$ cat src/pkg/swdc_consts.vh
`ifndef SWDC_CONSTS_VH
`define SWDC_CONSTS_VH

// command codes (8-bit, host to device, msb first)
`define SWDC_RESUME_WITH_TAGGING_CMD 8'h18
`define SWDC_FETCH_ACC_CMD 8'h68
`define SWDC_FETCH_FLAGS_CMD 8'h69
`define SWDC_FETCH_PROGRAM_COUNTER_CMD 8'h6B
`define SWDC_FETCH_INDEX_PAIR_CMD 8'h6C
`define SWDC_FETCH_STACK_POINTER_CMD 8'h6F
`define SWDC_FETCH_INCREMENTED_BYTE_CMD 8'h70
`define SWDC_FETCH_INCREMENTED_BYTE_STATUS_CMD 8'h71
`define SWDC_LOAD_ACC_CMD 8'h48
`define SWDC_LOAD_FLAGS_CMD 8'h49
`define SWDC_LOAD_PROGRAM_COUNTER_CMD 8'h4B
`define SWDC_LOAD_INDEX_PAIR_CMD 8'h4C
`define SWDC_LOAD_STACK_POINTER_CMD 8'h4F
`define SWDC_STORE_INCREMENTED_BYTE_CMD 8'h50
`define SWDC_STORE_INCREMENTED_BYTE_STATUS_CMD 8'h51

// decode word field positions
`define SWDC_INFO_WD_LSB 0
`define SWDC_INFO_RD_LSB 2
`define SWDC_INFO_ACTIVE 4
`define SWDC_INFO_VALID 5

// bit timing, in debug clock cycles from the perceived falling edge
`define SWDC_BIT_LAST 5'h0F
`define SWDC_SAMPLE_AT 5'h0A
`define SWDC_TX0_LOW_CYC 5'h0D
`define SWDC_TX1_PULSE_AT 5'h07

// command delay step, abort timeout, calibration timing
`define SWDC_DELAY_CYC 8'h10
`define SWDC_TMO_CYC 10'h200
`define SWDC_SYNC_DET_CYC 8'h80
`define SWDC_SYNC_GAP_CYC 8'h10
`define SWDC_SYNC_LOW_CYC 8'h80

// field widths in bits
`define SWDC_BYTE_BITS 5'h08
`define SWDC_WORD_BITS 5'h10

`endif

$ cat src/swdc_bkpt.v
`include "swdc_consts.vh"

module swdc_bkpt (
  input wire sys_clk,
  input wire rst,
  input wire breakpoint_enable_bit,
  input wire force_tag_select_bit,
  input wire [15:0] breakpoint_match_register,
  input wire [15:0] cpu_addr,
  input wire cpu_access,
  input wire cpu_opfetch,
  input wire cpu_instr_boundary,
  output reg break_force_reg,
  output reg opcode_tag_reg
);

  reg pend_reg;
  wire hit;

  assign hit = cpu_access & (cpu_addr == breakpoint_match_register);

  // forced hit waits for the next boundary; a hit on a boundary cycle waits for the next one
  always @(posedge sys_clk) begin
    if (rst) begin
      pend_reg <= 1'b0;
      break_force_reg <= 1'b0;
      opcode_tag_reg <= 1'b0;
    end else if (!breakpoint_enable_bit) begin
      pend_reg <= 1'b0;
      break_force_reg <= 1'b0;
      opcode_tag_reg <= 1'b0;
    end else begin
      // set wins over the boundary clear
      pend_reg <= (pend_reg & ~cpu_instr_boundary) | (hit & force_tag_select_bit);
      break_force_reg <= pend_reg & cpu_instr_boundary & force_tag_select_bit;
      // tag travels with the opcode; the cpu halts only if it reaches the queue end
      opcode_tag_reg <= hit & cpu_opfetch & ~force_tag_select_bit;
    end
  end

endmodule

$ cat src/swdc_cmd_unit.v
`include "swdc_consts.vh"

module swdc_cmd_unit (
  input wire sys_clk,
  input wire rst,
  input wire debug_wire_in,
  output reg debug_wire_out,
  output reg debug_wire_oe,
  input wire halted_debug_mode,
  input wire [7:0] cpu_acc,
  input wire [7:0] cpu_condition_flags,
  input wire [15:0] cpu_pc,
  input wire [15:0] cpu_index_pair,
  input wire [15:0] cpu_sp,
  input wire [7:0] debug_status_control_register,
  input wire [7:0] mem_rd_data,
  input wire breakpoint_enable_bit,
  input wire force_tag_select_bit,
  input wire [15:0] breakpoint_match_register,
  input wire [15:0] cpu_addr,
  input wire cpu_access,
  input wire cpu_opfetch,
  input wire cpu_instr_boundary,
  output reg acc_load,
  output reg flags_load,
  output reg pc_load,
  output reg index_pair_load,
  output reg sp_load,
  output reg [15:0] load_data,
  output reg [15:0] mem_addr,
  output reg [7:0] mem_wdata,
  output reg mem_rd,
  output reg mem_wr,
  output reg resume,
  output reg ext_tag_en,
  output reg sync_active,
  output wire break_force,
  output wire opcode_tag
);

  localparam ST_CMD = 3'h0;
  localparam ST_WD = 3'h1;
  localparam ST_DLY = 3'h2;
  localparam ST_TX = 3'h3;
  localparam ST_SWH = 3'h4;
  localparam ST_SGAP = 3'h5;
  localparam ST_SLOW = 3'h6;
  localparam ST_SHI = 3'h7;

  // decode word: valid, halt-only, read bytes, write bytes
  function [5:0] swdc_info;
    input [7:0] c;
    begin
      case (c)
        `SWDC_RESUME_WITH_TAGGING_CMD: swdc_info = 6'h30;
        `SWDC_FETCH_ACC_CMD,
        `SWDC_FETCH_FLAGS_CMD,
        `SWDC_FETCH_INCREMENTED_BYTE_CMD: swdc_info = 6'h34;
        `SWDC_FETCH_PROGRAM_COUNTER_CMD,
        `SWDC_FETCH_INDEX_PAIR_CMD,
        `SWDC_FETCH_STACK_POINTER_CMD,
        `SWDC_FETCH_INCREMENTED_BYTE_STATUS_CMD: swdc_info = 6'h38;
        `SWDC_LOAD_ACC_CMD,
        `SWDC_LOAD_FLAGS_CMD,
        `SWDC_STORE_INCREMENTED_BYTE_CMD: swdc_info = 6'h31;
        `SWDC_LOAD_PROGRAM_COUNTER_CMD,
        `SWDC_LOAD_INDEX_PAIR_CMD,
        `SWDC_LOAD_STACK_POINTER_CMD: swdc_info = 6'h32;
        `SWDC_STORE_INCREMENTED_BYTE_STATUS_CMD: swdc_info = 6'h35;
        default: swdc_info = 6'h00;
      endcase
    end
  endfunction

  // byte count field to bit count
  function [4:0] swdc_bits;
    input [1:0] n;
    begin
      swdc_bits = (n == 2'h2) ? `SWDC_WORD_BITS : `SWDC_BYTE_BITS;
    end
  endfunction

  reg s1_reg, s2_reg, s3_reg, lvl_reg;
  reg [4:0] bt_reg;
  reg bt_act_reg;
  reg [2:0] state_reg, state_next;
  reg [7:0] cmd_reg, cmd_next;
  reg [15:0] shift_reg, shift_next;
  reg [4:0] bits_reg, bits_next;
  reg [7:0] dly_reg, dly_next;
  reg [7:0] lowc_reg;
  reg [9:0] tmo_reg;
  reg txbit_reg, txbit_next;
  reg acc_load_next, flags_load_next, pc_load_next, index_pair_load_next, sp_load_next;
  reg [15:0] load_data_next, mem_addr_next;
  reg [7:0] mem_wdata_next;
  reg mem_rd_next, mem_wr_next, resume_next, ext_tag_en_next;
  reg wire_out_next, wire_oe_next;
  reg [5:0] info;

  wire lvl_now;
  wire fall;
  wire in_sync;
  wire [15:0] idx_inc;

  // a level change counts only once the two later stages agree
  assign lvl_now = (s2_reg == s3_reg) ? s3_reg : lvl_reg;
  assign in_sync = state_reg[2];
  assign fall = lvl_reg & ~lvl_now & ~in_sync;
  assign idx_inc = cpu_index_pair + 16'h0001;

  // wire synchroniser, bit timer, low and timeout counters
  always @(posedge sys_clk) begin
    if (rst) begin
      s1_reg <= 1'b1;
      s2_reg <= 1'b1;
      s3_reg <= 1'b1;
      lvl_reg <= 1'b1;
      bt_reg <= 5'h00;
      bt_act_reg <= 1'b0;
      lowc_reg <= 8'h00;
      tmo_reg <= 10'h000;
    end else begin
      s1_reg <= debug_wire_in;
      s2_reg <= s1_reg;
      s3_reg <= s2_reg;
      lvl_reg <= lvl_now;
      if (fall) begin
        bt_reg <= 5'h00;
        bt_act_reg <= 1'b1;
      end else if (bt_act_reg) begin
        bt_reg <= bt_reg + 5'h01;
        bt_act_reg <= (bt_reg != `SWDC_BIT_LAST);
      end
      // saturating, so a wire held low forever is seen once
      if (lvl_reg)
        lowc_reg <= 8'h00;
      else if (lowc_reg != 8'hFF)
        lowc_reg <= lowc_reg + 8'h01;
      if (fall)
        tmo_reg <= 10'h000;
      else if (tmo_reg != `SWDC_TMO_CYC)
        tmo_reg <= tmo_reg + 10'h001;
    end
  end

  // command sequencer and wire drive
  always @* begin
    state_next = state_reg;
    cmd_next = cmd_reg;
    shift_next = shift_reg;
    bits_next = bits_reg;
    dly_next = dly_reg;
    txbit_next = txbit_reg;
    acc_load_next = 1'b0;
    flags_load_next = 1'b0;
    pc_load_next = 1'b0;
    index_pair_load_next = 1'b0;
    sp_load_next = 1'b0;
    load_data_next = load_data;
    mem_addr_next = mem_addr;
    mem_wdata_next = mem_wdata;
    mem_rd_next = 1'b0;
    mem_wr_next = 1'b0;
    resume_next = 1'b0;
    ext_tag_en_next = ext_tag_en;
    wire_out_next = 1'b0;
    wire_oe_next = 1'b0;
    info = swdc_info(cmd_reg);
    case (state_reg)
      ST_CMD, ST_WD: begin
        if (bt_act_reg && bt_reg == `SWDC_SAMPLE_AT) begin
          shift_next = {shift_reg[14:0], lvl_reg};
          bits_next = bits_reg - 5'h01;
          if (bits_reg == 5'h01) begin
            if (state_reg == ST_CMD) begin
              cmd_next = {shift_reg[6:0], lvl_reg};
              info = swdc_info({shift_reg[6:0], lvl_reg});
              shift_next = 16'h0000;
              bits_next = `SWDC_BYTE_BITS;
              dly_next = 8'h00;
              if (!info[`SWDC_INFO_VALID])
                state_next = ST_CMD;
              else if (info[`SWDC_INFO_ACTIVE] && !halted_debug_mode)
                state_next = ST_CMD;
              else if (info[`SWDC_INFO_WD_LSB +: 2] != 2'h0) begin
                state_next = ST_WD;
                bits_next = swdc_bits(info[`SWDC_INFO_WD_LSB +: 2]);
              end else
                state_next = ST_DLY;
            end else begin
              state_next = ST_DLY;
              dly_next = 8'h00;
            end
          end
        end
      end
      ST_DLY: begin
        dly_next = dly_reg + 8'h01;
        if (dly_reg == 8'h00) begin
          // internal accesses start at once; results are taken at the delay end
          case (cmd_reg)
            `SWDC_RESUME_WITH_TAGGING_CMD: begin
              resume_next = 1'b1;
              ext_tag_en_next = 1'b1;
            end
            `SWDC_FETCH_INCREMENTED_BYTE_CMD,
            `SWDC_FETCH_INCREMENTED_BYTE_STATUS_CMD: begin
              index_pair_load_next = 1'b1;
              load_data_next = idx_inc;
              mem_addr_next = idx_inc;
              mem_rd_next = 1'b1;
            end
            `SWDC_LOAD_ACC_CMD: begin
              acc_load_next = 1'b1;
              load_data_next = {8'h00, shift_reg[7:0]};
            end
            `SWDC_LOAD_FLAGS_CMD: begin
              flags_load_next = 1'b1;
              load_data_next = {8'h00, shift_reg[7:0]};
            end
            `SWDC_LOAD_PROGRAM_COUNTER_CMD: begin
              pc_load_next = 1'b1;
              load_data_next = shift_reg;
            end
            `SWDC_LOAD_INDEX_PAIR_CMD: begin
              index_pair_load_next = 1'b1;
              load_data_next = shift_reg;
            end
            `SWDC_LOAD_STACK_POINTER_CMD: begin
              sp_load_next = 1'b1;
              load_data_next = shift_reg;
            end
            `SWDC_STORE_INCREMENTED_BYTE_CMD,
            `SWDC_STORE_INCREMENTED_BYTE_STATUS_CMD: begin
              index_pair_load_next = 1'b1;
              load_data_next = idx_inc;
              mem_addr_next = idx_inc;
              mem_wdata_next = shift_reg[7:0];
              mem_wr_next = 1'b1;
            end
            default: begin
              resume_next = 1'b0;
            end
          endcase
        end
        if (dly_reg == `SWDC_DELAY_CYC - 8'h01) begin
          state_next = (info[`SWDC_INFO_RD_LSB +: 2] != 2'h0) ? ST_TX : ST_CMD;
          bits_next = (info[`SWDC_INFO_RD_LSB +: 2] != 2'h0) ?
                      swdc_bits(info[`SWDC_INFO_RD_LSB +: 2]) : `SWDC_BYTE_BITS;
          case (cmd_reg)
            `SWDC_FETCH_ACC_CMD: shift_next = {cpu_acc, 8'h00};
            `SWDC_FETCH_FLAGS_CMD: shift_next = {cpu_condition_flags, 8'h00};
            `SWDC_FETCH_PROGRAM_COUNTER_CMD: shift_next = cpu_pc;
            `SWDC_FETCH_INDEX_PAIR_CMD: shift_next = cpu_index_pair;
            `SWDC_FETCH_STACK_POINTER_CMD: shift_next = cpu_sp;
            `SWDC_FETCH_INCREMENTED_BYTE_CMD: shift_next = {mem_rd_data, 8'h00};
            `SWDC_FETCH_INCREMENTED_BYTE_STATUS_CMD:
              shift_next = {debug_status_control_register, mem_rd_data};
            `SWDC_STORE_INCREMENTED_BYTE_STATUS_CMD:
              shift_next = {debug_status_control_register, 8'h00};
            default: shift_next = 16'h0000;
          endcase
        end
      end
      ST_TX: begin
        // the host opens every bit; the device only holds or speeds up the level
        if (fall && bits_reg != 5'h00) begin
          txbit_next = shift_reg[15];
          shift_next = {shift_reg[14:0], 1'b0};
          bits_next = bits_reg - 5'h01;
        end else if (bits_reg == 5'h00 && bt_act_reg && bt_reg == `SWDC_BIT_LAST) begin
          state_next = ST_CMD;
          bits_next = `SWDC_BYTE_BITS;
        end
        if (bt_act_reg && !txbit_reg && bt_reg < `SWDC_TX0_LOW_CYC) begin
          wire_oe_next = 1'b1;
        end else if (bt_act_reg && !txbit_reg && bt_reg == `SWDC_TX0_LOW_CYC) begin
          wire_oe_next = 1'b1;
          wire_out_next = 1'b1;
        end else if (bt_act_reg && txbit_reg && bt_reg == `SWDC_TX1_PULSE_AT) begin
          wire_oe_next = 1'b1;
          wire_out_next = 1'b1;
        end
      end
      ST_SWH: begin
        dly_next = 8'h00;
        if (lvl_reg)
          state_next = ST_SGAP;
      end
      ST_SGAP: begin
        dly_next = dly_reg + 8'h01;
        if (dly_reg == `SWDC_SYNC_GAP_CYC - 8'h01) begin
          state_next = ST_SLOW;
          dly_next = 8'h00;
        end
      end
      ST_SLOW: begin
        dly_next = dly_reg + 8'h01;
        wire_oe_next = 1'b1;
        if (dly_reg == `SWDC_SYNC_LOW_CYC - 8'h01)
          state_next = ST_SHI;
      end
      ST_SHI: begin
        wire_oe_next = 1'b1;
        wire_out_next = 1'b1;
        state_next = ST_CMD;
        bits_next = `SWDC_BYTE_BITS;
      end
      default: begin
        state_next = ST_CMD;
        bits_next = `SWDC_BYTE_BITS;
      end
    endcase
    // abort leaves processor and memory alone: nothing is issued on this path
    if (!in_sync && tmo_reg == `SWDC_TMO_CYC) begin
      state_next = ST_CMD;
      bits_next = `SWDC_BYTE_BITS;
      wire_oe_next = 1'b0;
      acc_load_next = 1'b0;
      flags_load_next = 1'b0;
      pc_load_next = 1'b0;
      index_pair_load_next = 1'b0;
      sp_load_next = 1'b0;
      mem_rd_next = 1'b0;
      mem_wr_next = 1'b0;
      resume_next = 1'b0;
    end
    // own transmitted zeros stay far below the detect threshold; the level test
    // keeps our own 128-cycle answer from re-arming detection as it ends
    if (!in_sync && !lvl_reg && lowc_reg == `SWDC_SYNC_DET_CYC) begin
      state_next = ST_SWH;
      wire_oe_next = 1'b0;
    end
  end

  // registered state and outputs
  always @(posedge sys_clk) begin
    if (rst) begin
      state_reg <= ST_CMD;
      cmd_reg <= 8'h00;
      shift_reg <= 16'h0000;
      bits_reg <= `SWDC_BYTE_BITS;
      dly_reg <= 8'h00;
      txbit_reg <= 1'b1;
      debug_wire_out <= 1'b0;
      debug_wire_oe <= 1'b0;
      acc_load <= 1'b0;
      flags_load <= 1'b0;
      pc_load <= 1'b0;
      index_pair_load <= 1'b0;
      sp_load <= 1'b0;
      load_data <= 16'h0000;
      mem_addr <= 16'h0000;
      mem_wdata <= 8'h00;
      mem_rd <= 1'b0;
      mem_wr <= 1'b0;
      resume <= 1'b0;
      ext_tag_en <= 1'b0;
      sync_active <= 1'b0;
    end else begin
      state_reg <= state_next;
      cmd_reg <= cmd_next;
      shift_reg <= shift_next;
      bits_reg <= bits_next;
      dly_reg <= dly_next;
      txbit_reg <= txbit_next;
      debug_wire_out <= wire_out_next;
      debug_wire_oe <= wire_oe_next;
      acc_load <= acc_load_next;
      flags_load <= flags_load_next;
      pc_load <= pc_load_next;
      index_pair_load <= index_pair_load_next;
      sp_load <= sp_load_next;
      load_data <= load_data_next;
      mem_addr <= mem_addr_next;
      mem_wdata <= mem_wdata_next;
      mem_rd <= mem_rd_next;
      mem_wr <= mem_wr_next;
      resume <= resume_next;
      ext_tag_en <= ext_tag_en_next;
      sync_active <= state_next[2];
    end
  end

  // breakpoint outputs are flip-flops inside the comparator
  swdc_bkpt u_bkpt (
    .sys_clk(sys_clk),
    .rst(rst),
    .breakpoint_enable_bit(breakpoint_enable_bit),
    .force_tag_select_bit(force_tag_select_bit),
    .breakpoint_match_register(breakpoint_match_register),
    .cpu_addr(cpu_addr),
    .cpu_access(cpu_access),
    .cpu_opfetch(cpu_opfetch),
    .cpu_instr_boundary(cpu_instr_boundary),
    .break_force_reg(break_force),
    .opcode_tag_reg(opcode_tag)
  );

endmodule
$ cat config.mk
export PLATFORM = sky130hd
export DESIGN_NAME = swdc_cmd_unit
export DESIGN_NICKNAME = d
export VERILOG_FILES = /design/src/swdc_bkpt.v /design/src/swdc_cmd_unit.v
export VERILOG_INCLUDE_DIRS = /design/src /design/src/pkg
export SDC_FILE = /design/constraint.sdc
export NUM_CORES = 1
export LEC_CHECK = 0
export ABC_AREA = 1
export BUFFER_PORTS_ARGS = -buffer_cell sky130_fd_sc_hd__buf_2
export CAP_MARGIN = 0
export CORE_MARGIN = 2
export CORE_UTILIZATION = 40
export DETAILED_ROUTE_END_ITERATION = 6
export SYNTH_ARGS = -nofsm -noshare
export SYNTH_HDL_FRONTEND = slang
export SYNTH_SLANG_ARGS = --single-unit
$ cat constraint.sdc
create_clock -name sys_clk -period 3.25 [get_ports sys_clk]
set_clock_uncertainty 0.1 [all_clocks]
set_input_delay 0.4875 -clock sys_clk [delete_from_list [all_inputs] [get_ports sys_clk]]
set_output_delay 0.4875 -clock sys_clk [all_outputs]
set_load 0.05 [all_outputs]
Word-level counts from Yosys, hierarchy flattened
Index checks and enable logic that the tools add are counted.
W data, S select, Z words.
{ "op_classes": {"addsub": 6, "magnitude_cmp": 1, "n_eq_ne": 71, "mux": 64, "bitwise_logic": 17, "reduce_logical": 60} }
{ "op_table": {"columns": ["operator", "n"], "rows": [
  ["$eq A8 B7 Y1 const B", 29],
  ["$pmux W16 S8", 1],
  ["$pmux W16 S3", 2],
  ["$mux W16", 5],
  ["$mux W5", 12],
  ["$pmux W6 S6", 1],
  ["$mux W3", 11],
  ["$ne A4 B4 Y1 const B", 8],
  ["$pmux W8 S4", 1],
  ["$mux W6", 4],
  ["$mux W8", 3],
  ["$pmux W4 S6", 1],
  ["$pmux W3 S7", 1],
  ["$reduce_or A3 Y1", 7],
  ["$pmux W5 S4", 1],
  ["$reduce_or A2 Y1", 10],
  ["$ne A2 B2 Y1 const B", 9],
  ["$add A16 B1 Y16 const B", 1],
  ["$add A8 B1 Y8 const B", 2],
  ["$eq A16 B16 Y1", 1],
  ["$eq A8 B5 Y1 const B", 2],
  ["$reduce_and A8 Y1", 2],
  ["$reduce_or A4 Y1", 4],
  ["$eq A5 B4 Y1 const B", 3],
  ["other kinds (37)", 98]
]} }
{ "word_totals": {"regBits": 123, "inputBits": 121, "output_inout_bits": 54, "elab_cells": 251} }

Logic depth before layout (Yosys ltp)
{ "depth": {"ltp_word": 17, "depth_mapped": 14, "mapped_depth_nobuf": 13} }

By module
From an unflattened synthesis, not the netlist that was laid out.
{ "unflattened": {"cells_unflattened": 1188, "hier_area_um2": 7413.4} }
{ "modules_own_cells": {"columns": ["module", "n_inst", "cells_per_inst", "area_each_um2", "seq_area_each_um2"], "rows": [
  ["swdc_cmd_unit", 1, 1099, 6974.2, 2402.3],
  ["swdc_bkpt", 1, 89, 439.2, 60.1]
]} }

Least setup slack after synthesis
Ideal clock, no wire load.
{ "synth_timing": {"path_kind": "reg-to-reg", "startpoint": "register state_reg[2]", "endpoint": "register shift_reg[4]", "setup_ns": 0.070, "t_arrival_ns": 1.823, "required_ns": 3.080, "setup_slack_ns": 1.257, "path_stages_with_launch": 9, "path_buffers": 2, "synth_period_minus_slack_ns": 1.993, "cell_sequence": "dfxtp_1 -> buf_2 -> nor3_1 -> nand2_1 -> inv_1 -> nor2_2 -> buf_2 -> a21oi_1 -> a21oi_1"} }
{ "synth_via": {"elab_chain_cells": 5} }
{ "synth_rtl": {"columns": ["element", "line", "source"], "rows": [
  ["from (decl)", "swdc_cmd_unit.v:86", "reg [2:0] state_reg, state_next;"],
  ["from (signal assigned)", "swdc_cmd_unit.v:362", "state_reg <= state_next;"],
  ["$logic_not A3 Y1 / $not A1 Y1 (equally long branches)", null, null],
  ["$mux W16 / $and A1 B1 Y1 (equally long branches)", "swdc_cmd_unit.v:176, swdc_cmd_unit.v:109", null],
  ["$mux W16 / $logic_and A1 B1 Y1 (equally long branches)", "swdc_cmd_unit.v:175, swdc_cmd_unit.v:268", null],
  ["$mux W16 / $ne A2 B2 Y1 (equally long branches)", null, null],
  ["$pmux W16 S3 / $reduce_and A4 Y1 (equally long branches)", null, null],
  ["to (signal assigned)", "swdc_cmd_unit.v:364", "shift_reg <= shift_next;"],
  ["to (decl)", "swdc_cmd_unit.v:88", "reg [15:0] shift_reg, shift_next;"]
]} }
Several ways; a longest one is shown, not always the timed one. The select of a mux whose other input is x is not followed.
A chain may end at the register's enable or synchronous reset.

Worst setup path after layout
{ "layout_timing": {"startpoint": "register cmd_reg[6]", "endpoint": "register mem_addr[3]"} }
{ "layout_via": {"elab_chain_cells": 3} }
{ "layout_rtl": {"columns": ["element", "line", "source"], "rows": [
  ["from (decl)", "swdc_cmd_unit.v:87", "reg [7:0] cmd_reg, cmd_next;"],
  ["from (signal assigned)", "swdc_cmd_unit.v:363", "cmd_reg <= cmd_next;"],
  ["$eq A8 B7 Y1", "swdc_cmd_unit.v:202", "case (cmd_reg)"],
  ["$reduce_or A4 Y1 (no source line) (*)", null, null],
  ["$reduce_and A3 Y1 (no source line) (*)", null, null],
  ["to (signal assigned)", "swdc_cmd_unit.v:376", "mem_addr <= mem_addr_next;"],
  ["to (decl)", "swdc_cmd_unit.v:30", "output reg [15:0] mem_addr,"]
]} }
Every way passes the cells marked *; elsewhere a longest branch is shown, timed or not.

==> impl_metrics.csv <==
group,metric,value,unit
synth,avgSynthCellArea,6.34,um2
outcome,run_status,"finished, final reports clean",
layout,drive_gt1_frac,0.193,
synth,mappedNetlistArea,0.00721,mm2
clock_tree,number_of_buffers_added_by_the_clock_tree_synthesis_step,17,
place,place.gp.congestion,0.918,
routing,drc_violation_count_after_routing,0,
setup_path,setup.worst_path.class,"reg -> reg",
synth,synthTopCellsByCount,"294 x sky130_fd_sc_hd__nand2_1, 160 x sky130_fd_sc_hd__nor2_1, 140 x sky130_fd_sc_hd__inv_1",
clock_tree,clock_sinks,123,
setup_path,worst_path_max_delay_cell,"sky130_fd_sc_hd__dfxtp_1",
routing,drt-total-wl,21.5,mm
timing,unrepaired_setup_endpoints_after_global_routing,"no",
timing,worst_slack,0.922,ns
setup_path,cp_num_cells,10,
floorplan,fp.dieH,138,um
synth,syn_nets,1272,
timing,worstMarginPinSlew,0.690,ns
timing,max_slew_margin,0.539,
synth,synthesis.instances,1138,
layout,num_antenna_cells,0,
layout,layout.nets,1441,
clock_tree,ctsResizeCount,0,
setup_path,startpoint_type_of_the_worst_setup_path,"flop",
synth,synth_ff_type,"sky130_fd_sc_hd__dfxtp_1",
pwr,vdd_drop_max,0.477,mV
clock_tree,htreeDepth,4,
routing,drt.antenna.violating_nets,0,
setup_path,cp.buffers_inverters,4,
grt,grt-ovfl-total,0,
grt,track_usage,0.223,
setup_path,timing.critical_path.fanout_max,21,
routing,route.detailed.vias_per_inst,4.89,
floorplan,io_pins,175,
pwr,pwr_density_cell,412,mW/mm2
floorplan,core,0.0178,mm2
clock_tree,clock_latency,0.42,ns
timing,fmaxAchievable,430,MHz
routing,drt_first_pass_iters,6,
setup_path,critical_path_cell_list,"inv_1, nor2_2, nand2_2, nor2_4, inv_2, nor2_2, buf_4, inv_1, o21ai_0, a21oi_1",
clock_tree,cts.clk_slew.worst_paths,0.06,ns
floorplan,initial_core_util,0.404,
pwr,leakage_power,0.00429,uW
grt,first_pass_grt_wire_length,34.5,mm
timing,period_share,0.716,
synth,synth.yosys.warnings,0,
grt,grt_start_max_net_pins,63,
layout,area_growth,22.8,%
floorplan,row_count,49,
timing,layout_min_cycle_time,2.33,ns
setup_path,kind_of_cell_with_the_highest_combined_delay_on_the_critical_path,"buffers and inverters",
setup_path,rrSetupSlack,0.92,ns
grt,grt_pass1_vias,6947,
timing,setup_viol,0,
setup_path,crit_arrival,2.52,ns
synth,synth.ff_latch_count,123,
setup_path,crit_path_max_incr_delay,0.38,ns
setup_path,cp-end-kind,"flop",
timing,setup_total_negative_slack,0,ns
clock_tree,cts_setup_buffers,0,
synth,postSynth.asyncResetShare,0,
routing,first_iter_violations,556,
synth,synthDistinctLibCells,42,
synth,largest_cells_by_area_after_synthesis,"sky130_fd_sc_hd__dfxtp_1 34%, sky130_fd_sc_hd__nand2_1 15%, sky130_fd_sc_hd__nor2_1 8.3%",
synth,yosysMostFrequentCell,"sky130_fd_sc_hd__nand2_1",
synth,number_of_enable_type_register_cells_in_the_synthesized_netlist,0,
setup_path,depth_of_the_most_critical_reg_to_reg_path,10,
synth,synth.top_cell.area_share,0.341,
synth,synth_sequential_area_ratio,0.341,
timing,final_report_hold_violation_count,0,
clock_tree,tritoncts_clock_tree,"done",
place,place_worst_setup_slack,0.944,ns
grt,antenna_violations_before_repair,0,
routing,num_vias,7574,
hold_path,worstHoldPathCells,2,
timing,timing_max_transition_violations_final,0,
synth,netlist.top_cell.by_area,"sky130_fd_sc_hd__dfxtp_1",
run,max_cap_violations,0,
clock_tree,postCtsHoldBufs,0,
routing,wl_per_cell,13.9,um
clock_tree,max_root_sink_buffers,2,
setup_path,required,3.44,ns
floorplan,die_area,0.0191,mm2
place,place.detailed.hpwl,16.6,mm
floorplan,die_w,138,um
hold_path,min_path_type,"in -> reg",
place,numPortBuffers,174,
clock_tree,cell_chosen_for_the_clock_root,"sky130_fd_sc_hd__clkbuf_16",
## cells in the final DEF, fill, tap and decap left out, drive strengths merged, types with 4 or more instances in the layout
cell type and n:
a211oi 13, a21oi 93, dfxtp 123, o21ai 91, nor2 174, o22ai 5, inv 150, nand4 19
buf 178, or2 7, nand3 64, clkbuf 20, clkinv 7, xor2 19, nor3 14, o2111ai 5
nand3b 4, nand2 302, ha 13
## final cells by class
class	count	area, um2
well taps	229	287
clock buffers	20	457
fillers	1884	8980
flip-flops and latches	123	2460
multi-input cells	836	4040
inverters	151	567
clock inverters	12	146
repair buffers	178	901
## kinds of logic (layout without fill, tap and decap cells)
kind of cell	Yosys count	count (layout)	synth area share
AOI/OAI and AO/OA	212	212	0.159
xor gates and xnor gates	22	22	0.0267
adders and majority gates	13	13	0.0226
buffers and inverters	179	361	0.0990
DFF	123	123	0.341
and+or+nand+nor	589	589	0.351
## routing by layer
| metal | vias up | wire length, um | global-route usage |
|---|---|---|---|
| li1 | 3993 | - | - |
| met1 | 3373 | 10400 | 0.300 |
| met2 | 176 | 9820 | 0.361 |
| met3 | 32 | 904 | 0.0440 |
| met4 | 0 | 389 | 0.0709 |
| met5 | - | 0 | 0 |
## worst paths after layout
| check | end | startpoint |
|---|---|---|
| worst min-delay path | s1_reg$_SDFF_PP1_ | debug_wire_in |
| worst min register to register | s2_reg$_SDFF_PP1_ | s1_reg$_SDFF_PP1_ |
| worst max register to register | mem_addr[3]$_SDFFE_PP0P_ | cmd_reg[6]$_SDFFE_PP0P_ |
| worst max-delay path | mem_addr[3]$_SDFFE_PP0P_ | cmd_reg[6]$_SDFFE_PP0P_ |
## per-stage QoR
step	instance area (um2)	utilization	power (uW)	std cells	hold WS [ns]
floorplan	7210	-	1630	1138	0.289
global placement	8250	0.463	1740	1517	0.292
detailed placement	8250	0.463	1740	1517	0.298
CTS	8860	0.496	3680	1549	0.131
global route	8860	0.496	3760	1549	0.143
finish	8860	0.496	3650	1549	0.146
## where the power goes
part	switching (uW)	leakage, uW	internal, uW
sequential	4.56	0.000992	1510
combinational	105	0.00301	82.0
clock	703	0.000292	1240
total	812	0.00429	2830
No activity file was read; power rests on OpenSTA's default activity.
